File: src/logic/spic_pkg.sv
// spic_pkg: shared constants and types of the serial command front end.
// assumes: included before every spic_* module; no registers reachable by software.

package spic_pkg;

   // ********************************************************************
   // instruction byte layout
   // ********************************************************************
   localparam int OPC_MSB = 7;
   localparam int OPC_LSB = 5;
   localparam int ARG_MSB = 4;
   localparam int ARG_LSB = 0;
   localparam int BYTE_W = 8;
   localparam int ARG_W = 5;
   localparam logic [2:0] BIT_LAST = 3'h7;

   // fixed arguments of buffer and system instructions
   localparam logic [4:0] ARG_BUFFER = 5'h1A;
   localparam logic [4:0] ARG_SOFT_RESET = 5'h1F;

   // ********************************************************************
   // reset values and sizes
   // ********************************************************************
   localparam logic [7:0] BYTE_ZERO = 8'h00;
   localparam logic [4:0] ADDR_ZERO = 5'h00;
   localparam logic [2:0] BIT_ZERO = 3'h0;
   localparam int FIFO_DEPTH = 16;
   localparam int FIFO_WIDTH = 8;

   // ********************************************************************
   // timing
   // ********************************************************************
   localparam int CLK_PERIOD_NS = 10;
   // longest time an outside read source may take to present data
   localparam int RD_RESP_NS = 30;
   localparam int RD_RESP_CYCLES = (RD_RESP_NS / CLK_PERIOD_NS) < 1 ? 1 : (RD_RESP_NS / CLK_PERIOD_NS);

   // ********************************************************************
   // types
   // ********************************************************************
   typedef enum logic [2:0] {
      OPC_READ_CTRL  = 3'b000,
      OPC_READ_BUF   = 3'b001,
      OPC_WRITE_CTRL = 3'b010,
      OPC_WRITE_BUF  = 3'b011,
      OPC_BIT_SET    = 3'b100,
      OPC_BIT_CLEAR  = 3'b101,
      OPC_UNUSED     = 3'b110,
      OPC_SYSTEM     = 3'b111
   } spic_opcode_t;

   // kind of control register update handed to the register file
   typedef enum logic [1:0] {
      UPD_WRITE = 2'b00,
      UPD_SET   = 2'b01,
      UPD_CLEAR = 2'b10,
      UPD_NONE  = 2'b11
   } spic_upd_t;

   typedef struct packed {
      spic_upd_t kind;
      logic [4:0] addr;
      logic [7:0] data;
   } spic_reg_cmd_t;

   typedef enum logic [2:0] {
      ST_OPCODE   = 3'b000,
      ST_RD_CTRL  = 3'b001,
      ST_RD_BUF   = 3'b010,
      ST_WR_CTRL  = 3'b011,
      ST_WR_BUF   = 3'b100,
      ST_IGNORE   = 3'b101
   } spic_state_t;

endpackage

File: src/logic/spic_fifo.sv
// spic_fifo: small synchronous FIFO with a registered output word.
// assumes: one clock, asynchronous active-high reset, valid/ready on both sides.

`timescale 1ns/1ps
`default_nettype none

module spic_fifo #(
   parameter int WIDTH = 8,
   parameter int DEPTH = 16
) (
   input wire logic clk_sys,
   input wire logic rst,
   input wire logic [WIDTH-1:0] in_data,
   input wire logic in_valid,
   output logic in_ready,
   output logic [WIDTH-1:0] out_data,
   output logic out_valid,
   input wire logic out_ready
);
   localparam int AW = $clog2(DEPTH);

   logic [WIDTH-1:0] mem [DEPTH];
   logic [AW-1:0] wr_ptr;
   logic [AW-1:0] rd_ptr;
   logic [AW:0] count;
   logic push;
   logic pop;
   logic load_out;

   // ********************************************************************
   // flags and handshakes
   // ********************************************************************
   assign in_ready = (count != AW'(0) + (AW+1)'(DEPTH)) ? 1'b1 : 1'b0;
   assign push = in_valid & in_ready;
   // refill the output word whenever it is empty or being taken
   assign load_out = (count != '0) & (~out_valid | out_ready);
   assign pop = load_out;

   // storage array
   always_ff @(posedge clk_sys) begin
      if (push) begin
         mem[wr_ptr] <= in_data;
      end
   end

   // pointers and fill level
   always_ff @(posedge clk_sys or posedge rst) begin
      if (rst) begin
         wr_ptr <= '0;
         rd_ptr <= '0;
         count <= '0;
      end else begin
         if (push) begin
            wr_ptr <= wr_ptr + AW'(1);
         end
         if (pop) begin
            rd_ptr <= rd_ptr + AW'(1);
         end
         count <= count + (AW+1)'(push) - (AW+1)'(pop);
      end
   end

   // registered output word
   always_ff @(posedge clk_sys or posedge rst) begin
      if (rst) begin
         out_data <= '0;
         out_valid <= 1'b0;
      end else begin
         if (load_out) begin
            out_data <= mem[rd_ptr];
            out_valid <= 1'b1;
         end else if (out_ready) begin
            out_valid <= 1'b0;
         end
      end
   end

endmodule

`default_nettype wire

File: src/logic/spic_cmd_if.sv
// spic_cmd_if: serial command decoder of a network controller, link side slave.
// assumes: host drives sck, cs_n, si from outside the clk_sys domain; sck is well
// below clk_sys/8; control registers and buffer memory live outside this module.

`timescale 1ns/1ps
`default_nettype none

// Overview of operation
// only clock mode 0,0, clock idles low, nothing selectable
// input bits taken on each rising serial clock edge
// output line changes only on falling serial clock edges
// host keeps select low through an operation, raises it after
// first byte holds 3-bit opcode then 5-bit argument
// writes and bit ops carry data bytes; reads and reset carry none
// seven opcodes decoded: 000,001,010,011,100,101,111
// soft reset is one all-ones byte touching no register
// read address picks one of 32 registers of current bank
// general register read shifts out at once, MSB first
// media or management register read sends one dummy byte first
// read lasts until select rises, output driven meanwhile
// physical-layer registers not reachable by register read
// nothing host-visible happens except by received instruction
// buffer read and write need argument 1Ah
// system instruction argument must be 1Fh
// write byte cut short by select rising is dropped
// bit set ORs data into general registers only
// opcode byte arrives MSB first, opcode in bits 7..5
// select high returns decoder to idle for a new opcode
module spic_cmd_if (
   input wire logic clk_sys,
   input wire logic rst,
   // serial link pins
   input wire logic sck,
   input wire logic cs_n,
   input wire logic si,
   output logic so,
   output logic so_oe,
   // control register file
   output spic_pkg::spic_reg_cmd_t reg_cmd,
   output logic reg_cmd_valid,
   output logic [4:0] reg_rd_addr,
   input wire logic [7:0] reg_rd_data,
   input wire logic addr_is_mac_mii,
   // buffer memory read stream
   output logic buf_rd_req,
   input wire logic [7:0] buf_rd_data,
   // buffer memory write stream
   output logic [7:0] buf_wr_data,
   output logic buf_wr_valid,
   input wire logic buf_wr_ready,
   output logic buf_wr_overflow,
   // system
   output logic soft_reset
);
   import spic_pkg::*;

   logic sck_q1;
   logic sck_q2;
   logic sck_q3;
   logic cs_q1;
   logic cs_q2;
   logic si_q1;
   logic si_q2;
   logic sck_rise;
   logic sck_fall;
   logic selected;
   spic_state_t state;
   spic_state_t next_state;
   logic [2:0] bit_cnt;
   logic [6:0] rx;
   logic [7:0] rx_byte;
   logic byte_done;
   logic [7:0] tx;
   logic load_pending;
   logic dummy_pending;
   logic fifo_in_valid;
   logic fifo_in_ready;
   logic [7:0] fifo_in_data;
   spic_opcode_t opc;
   logic [4:0] arg;

   // ********************************************************************
   // pin synchronisers and edge detection
   // ********************************************************************
   // two flops per pin, a third on sck; edges are found from the second and third stage only
   always_ff @(posedge clk_sys or posedge rst) begin
      if (rst) begin
         sck_q1 <= 1'b0;
         sck_q2 <= 1'b0;
         sck_q3 <= 1'b0;
         cs_q1 <= 1'b1;
         cs_q2 <= 1'b1;
         si_q1 <= 1'b0;
         si_q2 <= 1'b0;
      end else begin
         sck_q1 <= sck;
         sck_q2 <= sck_q1;
         sck_q3 <= sck_q2;
         cs_q1 <= cs_n;
         cs_q2 <= cs_q1;
         si_q1 <= si;
         si_q2 <= si_q1;
      end
   end

   // mode 0,0 only: capture on rise, launch on fall, no polarity choice
   assign selected = ~cs_q2;
   assign sck_rise = selected & sck_q2 & ~sck_q3;
   assign sck_fall = selected & ~sck_q2 & sck_q3;

   // ********************************************************************
   // receive shifter
   // ********************************************************************
   // bits enter MSB first, so the opcode lands in bits 7..5
   assign rx_byte = {rx, si_q2};
   assign byte_done = sck_rise & (bit_cnt == BIT_LAST);
   assign opc = spic_opcode_t'(rx_byte[OPC_MSB:OPC_LSB]);
   assign arg = rx_byte[ARG_MSB:ARG_LSB];

   // bit counter restarts whenever select is high, so a partial byte is lost
   always_ff @(posedge clk_sys or posedge rst) begin
      if (rst) begin
         bit_cnt <= BIT_ZERO;
         rx <= '0;
      end else if (!selected) begin
         bit_cnt <= BIT_ZERO;
      end else if (sck_rise) begin
         bit_cnt <= bit_cnt + 3'h1;
         rx <= rx_byte[6:0];
      end
   end

   // ********************************************************************
   // instruction decoder
   // ********************************************************************
   // next state on completion of the opcode byte
   always_comb begin
      next_state = state;
      if (byte_done && state == ST_OPCODE) begin
         unique case (opc)
            OPC_READ_CTRL: begin
               next_state = ST_RD_CTRL;
            end
            OPC_READ_BUF: begin
               next_state = (arg == ARG_BUFFER) ? ST_RD_BUF : ST_IGNORE;
            end
            OPC_WRITE_CTRL, OPC_BIT_SET, OPC_BIT_CLEAR: begin
               next_state = ST_WR_CTRL;
            end
            OPC_WRITE_BUF: begin
               next_state = (arg == ARG_BUFFER) ? ST_WR_BUF : ST_IGNORE;
            end
            OPC_UNUSED, OPC_SYSTEM: begin
               next_state = ST_IGNORE;
            end
         endcase
      end
   end

   // state and latched instruction; select high always returns to opcode phase
   spic_upd_t upd_kind;
   always_ff @(posedge clk_sys or posedge rst) begin
      if (rst) begin
         state <= ST_OPCODE;
         reg_rd_addr <= ADDR_ZERO;
         upd_kind <= UPD_NONE;
      end else if (!selected) begin
         state <= ST_OPCODE;
      end else begin
         state <= next_state;
         if (byte_done && state == ST_OPCODE) begin
            reg_rd_addr <= arg;
            unique case (opc)
               OPC_WRITE_CTRL: begin
                  upd_kind <= UPD_WRITE;
               end
               OPC_BIT_SET: begin
                  upd_kind <= UPD_SET;
               end
               OPC_BIT_CLEAR: begin
                  upd_kind <= UPD_CLEAR;
               end
               default: begin
                  upd_kind <= UPD_NONE;
               end
            endcase
         end
      end
   end

   // soft reset pulse once the all-ones byte has fully arrived
   always_ff @(posedge clk_sys or posedge rst) begin
      if (rst) begin
         soft_reset <= 1'b0;
      end else begin
         soft_reset <= byte_done && state == ST_OPCODE && opc == OPC_SYSTEM && arg == ARG_SOFT_RESET;
      end
   end

   // ********************************************************************
   // control register updates
   // ********************************************************************
   // only a whole data byte reaches the register file; set and clear are
   // refused on media and management addresses since they are not general
   always_ff @(posedge clk_sys or posedge rst) begin
      if (rst) begin
         reg_cmd <= '{kind: UPD_NONE, addr: ADDR_ZERO, data: BYTE_ZERO};
         reg_cmd_valid <= 1'b0;
      end else begin
         reg_cmd_valid <= 1'b0;
         if (byte_done && state == ST_WR_CTRL) begin
            reg_cmd <= '{kind: upd_kind, addr: reg_rd_addr, data: rx_byte};
            reg_cmd_valid <= (upd_kind == UPD_WRITE) | ~addr_is_mac_mii;
         end
      end
   end

   // ********************************************************************
   // buffer write stream through the FIFO
   // ********************************************************************
   // the host cannot be stalled; a byte arriving while the previous one still waits
   // at the full FIFO replaces it and the loss is flagged, so the drain side must keep up on average
   always_ff @(posedge clk_sys or posedge rst) begin
      if (rst) begin
         fifo_in_valid <= 1'b0;
         fifo_in_data <= BYTE_ZERO;
         buf_wr_overflow <= 1'b0;
      end else begin
         buf_wr_overflow <= 1'b0;
         if (byte_done && state == ST_WR_BUF) begin
            fifo_in_data <= rx_byte;
            fifo_in_valid <= 1'b1;
            buf_wr_overflow <= fifo_in_valid & ~fifo_in_ready;
         end else if (fifo_in_ready) begin
            fifo_in_valid <= 1'b0;
         end
      end
   end

   spic_fifo #(
      .WIDTH(FIFO_WIDTH),
      .DEPTH(FIFO_DEPTH)
   ) u_fifo (
      .clk_sys(clk_sys),
      .rst(rst),
      .in_data(fifo_in_data),
      .in_valid(fifo_in_valid),
      .in_ready(fifo_in_ready),
      .out_data(buf_wr_data),
      .out_valid(buf_wr_valid),
      .out_ready(buf_wr_ready)
   );

   // ********************************************************************
   // transmit path
   // ********************************************************************
   // ask for the next buffer byte at each completed byte, before the falling edge that launches it; the
   // requests come only from host traffic, never from the block itself
   always_ff @(posedge clk_sys or posedge rst) begin
      if (rst) begin
         buf_rd_req <= 1'b0;
      end else begin
         buf_rd_req <= byte_done && ((state == ST_OPCODE && next_state == ST_RD_BUF) || state == ST_RD_BUF);
      end
   end

   // a load is armed at each completed byte of a read, and served at the next
   // falling edge, several clk_sys cycles later, when outside data is stable;
   // the media test waits for that fall because the address is only latched
   // in the very cycle the opcode byte completes
   always_ff @(posedge clk_sys or posedge rst) begin
      if (rst) begin
         load_pending <= 1'b0;
         dummy_pending <= 1'b0;
      end else if (!selected) begin
         load_pending <= 1'b0;
         dummy_pending <= 1'b0;
      end else if (byte_done && (next_state == ST_RD_CTRL || next_state == ST_RD_BUF)) begin
         load_pending <= 1'b1;
         if (state == ST_OPCODE) begin
            dummy_pending <= (next_state == ST_RD_CTRL);
         end
      end else if (sck_fall) begin
         load_pending <= 1'b0;
         dummy_pending <= 1'b0;
      end
   end

   // output shifter: MSB leaves first, new bit placed on each falling edge;
   // a general register reloads every byte until select rises
   always_ff @(posedge clk_sys or posedge rst) begin
      if (rst) begin
         tx <= BYTE_ZERO;
      end else if (sck_fall) begin
         if (load_pending && dummy_pending && addr_is_mac_mii) begin
            tx <= BYTE_ZERO;
         end else if (load_pending && state == ST_RD_CTRL) begin
            tx <= reg_rd_data;
         end else if (load_pending && state == ST_RD_BUF) begin
            tx <= buf_rd_data;
         end else begin
            tx <= {tx[6:0], 1'b0};
         end
      end
   end

   // output driven during a read for as long as select stays low, not during the opcode byte
   assign so = tx[7];
   assign so_oe = selected & (state == ST_RD_CTRL || state == ST_RD_BUF);

   // physical-layer registers have no address here; only the 32 bank
   // addresses reach the register file

endmodule

`default_nettype wire

File: config.mk
export PLATFORM = sky130hd
export DESIGN_NAME = spic_cmd_if
export DESIGN_NICKNAME = d
export VERILOG_FILES = /design/src/logic/spic_pkg.sv /design/src/logic/spic_fifo.sv /design/src/logic/spic_cmd_if.sv
export SDC_FILE = /design/constraint.sdc
export NUM_CORES = 1
export LEC_CHECK = 0
export BUFFER_PORTS_ARGS = -buffer_cell sky130_fd_sc_hd__buf_2
export CORE_MARGIN = 1.5
export CORE_UTILIZATION = 50
export CTS_CLUSTER_SIZE = 30
export DETAILED_ROUTE_END_ITERATION = 12
export GPL_ROUTABILITY_DRIVEN = 0
export GPL_TIMING_DRIVEN = 1
export PLACE_DENSITY = 0.68
export SLEW_MARGIN = 20
export SYNTH_ARGS = -nofsm -noshare
export SYNTH_HDL_FRONTEND = slang
export SYNTH_SLANG_ARGS = --single-unit
File: constraint.sdc
create_clock -name clk_sys -period 3.8 [get_ports clk_sys]
set_clock_uncertainty 0.2 [all_clocks]
set_input_delay 0.38 -clock clk_sys [delete_from_list [all_inputs] [get_ports clk_sys]]
set_output_delay 0.38 -clock clk_sys [all_outputs]
set_load 0.01 [all_outputs]
==> results of run 1 <==
metal layers:
metal	vias up	track usage	part of all wire	routed length, µm
met3	22	0.0298	0.043	681
li1	2116	-	-	-
met1	2323	0.250	0.45	7050
met2	110	0.296	0.49	7770
met5	-	0	0	0
met4	0	0.0496	0.018	287
state kept, by name, indices dropped and copies added (netlist names), 2 cells and up:
register         cells
u_fifo.mem         128
reg_cmd             15
fifo_in_data         8
tx                   8
u_fifo.out_data      8
rx                   7
reg_rd_addr          5
u_fifo.count         5
u_fifo.rd_ptr        4
u_fifo.wr_ptr        4
bit_cnt              3
state                3
upd_kind             2
cell type report:
class / count / share of cell area
well taps: 225 / 0.0279
clock buffers: 26 / 0.0581
multi-input cells: 259 / 0.261
flip-flops and latches: 215 / 0.597
inverters: 17 / 0.00644
repair buffers: 71 / 0.0401
clock inverters: 14 / 0.0100
repair_timing:
action | CTS | global route
setup buffers | 0 | 0
endpoints found under the hold margin | 33 | 0
hold buffers | 6 | 0
power breakdown:
group / total, mW / internal (mW) / switching (mW) / leakage (nW)
Clock: 2.02 / 1.17 / 0.850 / 0.333
Combinational: 0.874 / 0.437 / 0.437 / 1.51
Sequential: 2.78 / 2.60 / 0.187 / 2.47
worst max path at each step:
| stage | cells past startpoint | slack, ns | to | startpoint |
|---|---|---|---|---|
| after CTS | 16 | 0.85 | u_fifo.count[4]$_DFF_PP0_ | u_fifo.count[2]$_DFF_PP0_ |
| after global placement | 16 | 0.97 | u_fifo.count[4]$_DFF_PP0_ | u_fifo.count[3]$_DFF_PP0_ |
| after global routing | 16 | 0.60 | u_fifo.count[4]$_DFF_PP0_ | u_fifo.count[2]$_DFF_PP0_ |
| final | 16 | 0.88 | u_fifo.count[4]$_DFF_PP0_ | u_fifo.count[2]$_DFF_PP0_ |
| after floorplan | 1 | 0.98 | bit_cnt[0]$_DFFE_PP0P_ | rst |
| after detailed placement | 16 | 0.86 | u_fifo.count[4]$_DFF_PP0_ | u_fifo.count[2]$_DFF_PP0_ |
logic make-up after synthesis:
logic type / Yosys count / synth area share
adders and majority gates: 14 / 0.0205
xor gates and xnor gates: 13 / 0.0128
muxes: 93 / 0.168
buffers and inverters: 41 / 0.0274
AOI/OAI and AO/OA: 54 / 0.0430
DFF: 215 / 0.677
and+or+nand+nor: 85 / 0.0513
metrics by stage:
step | power [mW] | setup WS [ns]
CTS | 5.74 | 0.845
finish | 5.68 | 0.877
global placement | 3.67 | 0.968
floorplan | 3.56 | 0.980
global route | 5.95 | 0.603
detailed placement | 3.71 | 0.861
cell usage in the layout (no fill, tap or decap), types with 9 or more instances in the layout:
cell	n
edfxtp_1	128
dfrtp_1	81
buf_2	57
nor2_1	31
mux2i_1	26
mux2_2	26
mux4_1	24
clkbuf_16	23
nand2_1	20
inv_1	15
ha_1	13
a21oi_1	12
xnor2_1	11
a21o_1	10
a22o_1	9
mux2_4	9
critical path, delay by kind of cell (launching register included):
family,cells,cell delay [ns]
adders and majority gates,4,1.03
xor gates and xnor gates,1,0.11
DFF,1,0.38
and+or+nand+nor,4,0.57
buffers and inverters,6,0.46
AOI/OAI and AO/OA,1,0.05
==> impl_metrics.yaml, run 1 <==
sta:
  worst_hold_slack_ns: 0.0636
  slew_violations: 0
  slew_headroom: 0.432
  rsz0062_at_grt: "false"
  tns_ns: 0
  worstMarginPinSlew_ns: 0.853
  min_period_ns: 2.92
  final-setup-viol-count: 0
  period_share: 0.769
  max_clock_freq_ghz: 0.342
  finalHoldViolCount: 0
grt:
  overflow: 0
  grt_max_degree: 36
  grt_util_all_layers: 0.180
  antenna_found_initial: 0
  grt_pass1_vias: 4675
  grt_first_pass_wirelength_um: 25400
worst_hold_path:
  hp-start: "buf_rd_data[0]"
  min_path_cells: 3
  min_path_type: "input port to register"
  whs_endpoint: "tx[0]$_DFFE_PP0P_"
routing:
  drtAntennaViolNets: 0
  routed_wl_um: 15800
  route.detailed.drc: 0
  wl_per_cell_um: 19.1
  initialDrtViolationCount: 188
  firstDrtPassIters: 4
  num_vias: 4571
  post_drt_via_cell_ratio: 5.53
floorplanning:
  die_height_um: 136
  io_pins: 58
  num_rows: 48
  start_util: 0.513
  core_area_um2: 17400
  die_w_um: 136
  dieArea_um2: 18600
critical_path:
  cp_common_cell: "inv_1"
  worstSetupPathType: "register to register"
  cp.arrival_ns: 3.10
  reg2reg_depth: 16
  r2r_end: "u_fifo.count[4]$_DFF_PP0_"
  path_cells: "inv_1, ha_1, nor4b_2, inv_1, nand2_2, inv_2, ha_1, inv_1, ha_1, inv_1, fa_1, inv_1, a21oi_1, nor2_1, nor2_1, xnor2_1"
  r2r_slack_ns: 0.88
  crit_fanout: 10
  critPathMaxStageDelay_ns: 0.40
  critPathSlowestCell: "fa_1"
  required_ns: 3.98
  cp-end-kind: "register"
  reg2reg_from: "u_fifo.count[2]$_DFF_PP0_"
  startpoint_type: "register"
clock_tree:
  cts_root_buf: "clkbuf_16"
  clkLatencyLatePin_ns: 0.50
  clk_pin_slew_ns: 0.06
  cts_made_buffers: 22
  cts_sinks: 215
  cts_max_level: 1
  ctsResizeCount: 0
  tritoncts: "done"
  clk_path_buf_depth: 3
final_layout:
  layout.cells.non_filler: 827
  nNetsFinal: 623
  drive_gt1_frac: 0.264
  utilization: 0.582
  nFillCells: 1316
  regArea_um2: 6030
  multi_input_area_um2: 2640
  final_area_um2: 10100
  insertedDiodeCount: 0
  areaGrowthSynthToFinish_pct: 13.4
logic_synthesis:
  netlist_area_um2: 8910
  synth_area_leader_cell: "edfxtp_1"
  synth_most_common_cell: "edfxtp_1"
  yosysSeqAreaShare: 0.677
  ys_ff_latch: 215
  synth_cells: 515
  avgSynthCellArea_um2: 17.3
  synthTopCellsByCount: "edfxtp_1 (128), dfrtp_1 (81), nor2_1 (31)"
  synth_nets: 552
  synth_cell_types: 57
  synthArstFlopShare: 0.405
  yosys.area.top_type_share: 0.432
  synth-main-ff-cell: "edfxtp_1"
  yosys_warnings: 0
  synth-edff-count: 128
  synthTopCellsByArea: "edfxtp_1 (43%), dfrtp_1 (23%), mux4_1 (7.1%), mux2_2 (3.3%), mux2i_1 (2.9%)"
place:
  placed_cells: 781
  dp_hpwl_um: 10500
  dpl_cell_area_um2: 9360
  port_buffers: 57
power:
  max-vdd-ir-drop_v: 0.000581
  p_leak_nw: 4.32
  pwr_density_cell_nw_per_um2: 562
run:
  drv_cap: 0
outcome:
  status: "finished, final reports clean"
(Power assumes the default switching activity.)
==> run 2: changes to the inputs <==
Clock period 3.8 ns to 2.7 ns, I/O delays scaled along.
==> run 2 against run 1 <==
  * Non-clock buffer count rose by 52
  * Maximum frequency is 9.7% higher
  * Die area stayed put
  * Combinational power rose by 78%
  * Sequential share of layout area shrank 3.5 points
  * Critical path depth is the same
  * Utilization increased by 3.7 points
  * Global-route usage increased by 1.5 points
==> impl_metrics.yaml, run 2 (synthesis results as in run 1) <==
sta:
  layout_setup_ws_ns: 0.0367
  max_clock_freq_ghz: 0.375
  slew_headroom: 0.532
  min_period_ns: 2.66
  finalHoldViolCount: 0
  worstMarginPinSlew_ns: 0.699
  worst_hold_slack_ns: 0.0248
  period_share: 0.986
  rsz0062_at_grt: "true"
  slew_violations: 0
  final-setup-viol-count: 0
worst_hold_path:
  min_path_cells: 4
  hp-start: "buf_rd_data[4]"
  whs_endpoint: "tx[4]$_DFFE_PP0P_"
  min_path_type: "input port to register"
floorplanning:
  die_height_um: 136
  core_area_um2: 17400
  die_w_um: 136
  io_pins: 58
  start_util: 0.513
  dieArea_um2: 18600
  num_rows: 48
critical_path:
  startpoint_type: "register"
  required_ns: 2.89
  r2r_slack_ns: 0.04
  crit_fanout: 2
  reg2reg_depth: 16
  r2r_end: "u_fifo.count[4]$_DFF_PP0_"
  cp.arrival_ns: 2.85
  worstSetupPathType: "register to register"
  reg2reg_from: "u_fifo.count[2]$_DFF_PP0_"
  cp-end-kind: "register"
power:
  pwr_density_cell_nw_per_um2: 816
  max-vdd-ir-drop_v: 0.000847
  power_mw: 8.76
  p_leak_nw: 4.76
routing:
  num_vias: 4907
  routed_wl_um: 17000
  initialDrtViolationCount: 262
  wl_per_cell_um: 19.3
  post_drt_via_cell_ratio: 5.56
  firstDrtPassIters: 4
  drtAntennaViolNets: 0
  route.detailed.drc: 0
final_layout:
  biggestRegsByFlops: "u_fifo.mem: 128 flops, reg_cmd: 15 flops"
  largest_reg_flops: 128
  layout.cells.non_filler: 883
  insertedDiodeCount: 0
  final_common_cell: "edfxtp_1"
  nFillCells: 1220
  areaGrowthSynthToFinish_pct: 20.6
  top_register: "u_fifo.mem"
  drive_gt1_frac: 0.327
  regArea_um2: 6030
  multi_input_area_um2: 2680
  final_cell_mix: "edfxtp_1 (128), dfrtp_1 (81), buf_2 (57)"
  nNetsFinal: 677
clock_tree:
  cts_root_buf: "clkbuf_16"
  clk_path_buf_depth: 3
  clkLatencyLatePin_ns: 0.51
  cts_made_buffers: 24
  clk_pin_slew_ns: 0.06
  tritoncts: "done"
  cts_max_level: 1
  cts_sinks: 215
place:
  placed_cells: 798
  pre_cts_ws_ns: -0.0912
  port_buffers: 57
  dp_hpwl_um: 10400
grt:
  overflow: 0
  grt_pass1_vias: 5134
  grt_max_degree: 88
  grt_first_pass_wirelength_um: 27700
  antenna_found_initial: 0
  grt_util_all_layers: 0.195
outcome:
  status: "finished, final reports clean"
run:
  drv_cap: 0
run 2: cell type report:
class,instances,share of cell area
inverters,17,0.00629
well taps,225,0.0262
clock buffers,39,0.0726
multi-input cells,259,0.249
clock inverters,5,0.00536
repair buffers,123,0.0792
flip-flops and latches,215,0.561
run 2: worst max-delay path by stage:
stage | endpoint | slack (ns) | from | depth (start not counted)
floorplan | u_fifo.count[4]$_DFF_PP0_ | 0.04 | u_fifo.count[3]$_DFF_PP0_ | 16
global placement | u_fifo.count[4]$_DFF_PP0_ | 0.08 | u_fifo.count[3]$_DFF_PP0_ | 16
detailed placement | u_fifo.count[4]$_DFF_PP0_ | -0.09 | u_fifo.count[3]$_DFF_PP0_ | 16
CTS | u_fifo.count[4]$_DFF_PP0_ | 0.04 | u_fifo.count[3]$_DFF_PP0_ | 16
global route | u_fifo.count[4]$_DFF_PP0_ | -0.07 | u_fifo.count[2]$_DFF_PP0_ | 16
finish | u_fifo.count[4]$_DFF_PP0_ | 0.04 | u_fifo.count[2]$_DFF_PP0_ | 16
run 2: power by group:
part,total [mW],internal (mW),switching (mW)
registers,3.87,3.66,0.216
logic,1.56,0.791,0.769
clock network,3.32,2.07,1.26
total,8.76,6.52,2.24
run 2: what timing repair did:
action | in CTS | in global routing
hold buffers | 18 | 0
setup endpoints to repair | 1 | 11
cloned | 0 | 0
endpoints found under the hold margin | 94 | 0
gates resized for setup | 10 | 1
pin swaps | 6 | 4
setup buffers | 23 | 1
run 2: stage by stage:
| stage | utilization | area (µm²) | setup TNS (ns) |
|---|---|---|---|
| CTS | 0.619 | 10700 | 0 |
| floorplan | - | 8910 | 0 |
| global route | 0.619 | 10700 | -0.0749 |
| global placement | 0.548 | 9510 | 0 |
| detailed placement | 0.548 | 9510 | -0.0912 |
| finish | 0.619 | 10700 | 0 |
run 2: metal layers:
metal	vias to the layer above	global-route usage	wire, µm
li1	2225	-	-
met1	2483	0.258	7220
met2	161	0.324	8410
met3	38	0.0313	826
met4	0	0.0792	569
met5	-	0	0
run 2: worst max-delay path, cell delays in order (launching register included):
cell,delay [ns]
dfrtp_1,0.41
inv_2,0.09
ha_4,0.13
nor4b_4,0.20
inv_1,0.09
nand2_2,0.08
inv_2,0.05
ha_4,0.22
inv_1,0.06
ha_2,0.19
inv_2,0.04
fa_2,0.35
inv_2,0.05
a21oi_1,0.05
nor2_1,0.11
nor2_1,0.08
xnor2_1,0.13
==> run 3: changes to the inputs <==
Settings changed: CELL_PAD_IN_SITES_DETAIL_PLACEMENT set to 1, CELL_PAD_IN_SITES_GLOBAL_PLACEMENT set to 2, CORE_UTILIZATION 50 to 45, PLACE_DENSITY 0.68 to unset, PLACE_DENSITY_LB_ADDON set to 0.1.
==> run 3 against run 2 <==
  * Critical path depth is the same
  * Hold slack worse by 0.0063 ns
  * Sequential power about the same
  * Critical endpoint unchanged
==> impl_metrics.yaml, run 3 (synthesis results as in run 1) <==
outcome:
  status: "finished, final reports clean"
sta:
  slew_violations: 0
  period_share: 0.954
  final-setup-viol-count: 0
  max_clock_freq_ghz: 0.388
  finalHoldViolCount: 0
  slew_headroom: 0.511
  worstMarginPinSlew_ns: 0.730
  min_period_ns: 2.58
  rsz0062_at_grt: "true"
  worst_hold_slack_ns: 0.0185
routing:
  initialDrtViolationCount: 216
  topRoutingLayerUsed: "met4"
  firstDrtPassIters: 4
  drtAntennaViolNets: 0
  wl_met2_um: 9150
  route.detailed.drc: 0
  post_drt_via_cell_ratio: 5.22
  routed_wl_um: 18200
  dr_wl_met3_um: 626
  met1Wirelength_um: 8160
  num_vias: 4702
  wl_per_cell_um: 20.2
final_layout:
  layout.cells.non_filler: 900
  largest_reg_flops: 128
  nNetsFinal: 656
  utilization: 0.541
  top_register: "u_fifo.mem"
  final_common_cell: "edfxtp_1"
  final_cell_mix: "edfxtp_1 (128), dfrtp_1 (81), buf_2 (57)"
  nFillCells: 1832
  biggestRegsByFlops: "u_fifo.mem: 128 flops, reg_cmd: 15 flops"
  drive_gt1_frac: 0.302
  insertedDiodeCount: 0
  areaGrowthSynthToFinish_pct: 18.2
clock_tree:
  cts_max_level: 1
  clk_path_buf_depth: 3
  clk_pin_slew_ns: 0.06
  tritoncts: "done"
  cts_sinks: 215
  clkLatencyLatePin_ns: 0.50
  cts_root_buf: "clkbuf_16"
  cts_made_buffers: 23
worst_hold_path:
  min_path_type: "input port to register"
power:
  sw_frac_of_total: 0.265
  internal_power_mw: 6.15
  power_mw: 8.37
  net-switching-power_mw: 2.21
  max-vdd-ir-drop_v: 0.000446
  power_frac_comb: 0.180
  seq_power_share: 0.466
  clockPowerShare: 0.354
  pwr_density_cell_nw_per_um2: 795
  p_leak_nw: 4.60
critical_path:
  startpoint_type: "register"
  critPathMaxStageDelay_ns: 0.40
  cp_common_cell: "inv_2"
  cp.arrival_ns: 2.76
  crit_buf_inv: 6
  critPathSlowestCell: "fa_2"
  crit_fanout: 2
  cp-end-kind: "register"
  worstSetupPathType: "register to register"
  crit_family: "adder cells"
  required_ns: 2.89
  path_cells: "inv_2, ha_4, nor4b_4, inv_1, nand2_2, inv_2, ha_4, inv_2, ha_4, inv_4, fa_2, inv_2, a21oi_2, nor2_1, nor2_1, xnor2_1"
grt:
  grt_pass1_vias: 5018
  grt_first_pass_wirelength_um: 28700
  grt_util_all_layers: 0.185
  grt_max_degree: 39
  antenna_found_initial: 0
  overflow: 0
floorplanning:
  num_rows: 51
  start_util: 0.458
  core_area_um2: 19500
  die_w_um: 144
  io_pins: 58
  die_height_um: 144
  dieArea_um2: 20600
place:
  port_buffers: 57
  placed_cells: 839
  dp_hpwl_um: 11700
run:
  drv_cap: 0
run 3: cell types whose count changed in the layout (fill, tap and decap cells not counted), moves of 3 or more:
cell	delta
buf_4	-18
clkbuf_8	-8
clkinv_1	+6
clkinv_2	+4
clkbuf_16	-3
dlygate4sd3_1	-3
run 3: power groups by stage:
stage               registers (mW)  clock network [mW]  logic (mW)
floorplan                     3.87                   0        1.12
global placement              3.94                   0        1.33
detailed placement            3.96                   0        1.37
CTS                           3.90                3.05        1.43
global route                  3.93                3.17        1.65
finish                        3.90                2.96        1.50
run 3: final timing paths:
path	from	to	slack, ns	cells past startpoint
hold reg to reg	sck_q1$_DFF_PP0_	sck_q2$_DFF_PP0_	0.15	0
setup / recovery	u_fifo.count[3]$_DFF_PP0_	u_fifo.count[4]$_DFF_PP0_	0.12	16
min in group asynchronous	rst	reg_cmd[4]$_DFFE_PP0P_	0.22	3
max in group asynchronous	rst	u_fifo.out_data[6]$_DFFE_PP0P_	1.38	4
setup reg to reg	u_fifo.count[3]$_DFF_PP0_	u_fifo.count[4]$_DFF_PP0_	0.12	16
hold / removal	buf_rd_data[2]	tx[2]$_DFFE_PP0P_	0.02	4
run 3: timing repair:
item,4_1_cts,5_1_grt
endpoints found under the setup margin,1,1
endpoints found under the hold margin,38,0
gates cloned,0,0
buffers inserted,1,4
gates resized for setup,4,10
hold buffers,15,0
pin swaps,0,7
run 3: layout make-up:
type	instances	area, µm²	share of cell area
Multi-Input combinational cell	259	2690	0.255
Clock buffer	26	587	0.0557
Timing Repair Buffer	103	706	0.0670
Tap cell	265	332	0.0315
Inverter	17	70.1	0.00665
Sequential cell	215	6030	0.573
Clock inverter	15	119	0.0113
run 3: worst register-to-register path, stage by stage (launching register included):
cell     delay, ns
dfrtp_1       0.39
inv_2         0.09
ha_4          0.13
nor4b_4       0.19
inv_1         0.08
nand2_2       0.08
inv_2         0.05
ha_4          0.20
inv_2         0.06
ha_4          0.15
inv_4         0.04
fa_2          0.40
inv_2         0.07
a21oi_2       0.04
nor2_1        0.11
nor2_1        0.07
xnor2_1       0.12
run 3: layer usage:
layer,global-route usage,vias to the layer above
met3,0.0293,17
met1,0.254,2421
met5,0,-
met4,0.0451,0
met2,0.312,88
li1,-,2176
run 3: per-stage QoR:
| stage | setup slack (ns) | TNS (ns) | cell area, µm² |
|---|---|---|---|
| after floorplan | 0.0351 | 0 | 8910 |
| after global placement | 0.0469 | 0 | 9580 |
| after detailed placement | -0.0709 | -0.0709 | 9580 |
| after CTS | 0.00309 | 0 | 10500 |
| after global routing | -0.0763 | -0.0763 | 10500 |
| final | 0.124 | 0 | 10500 |
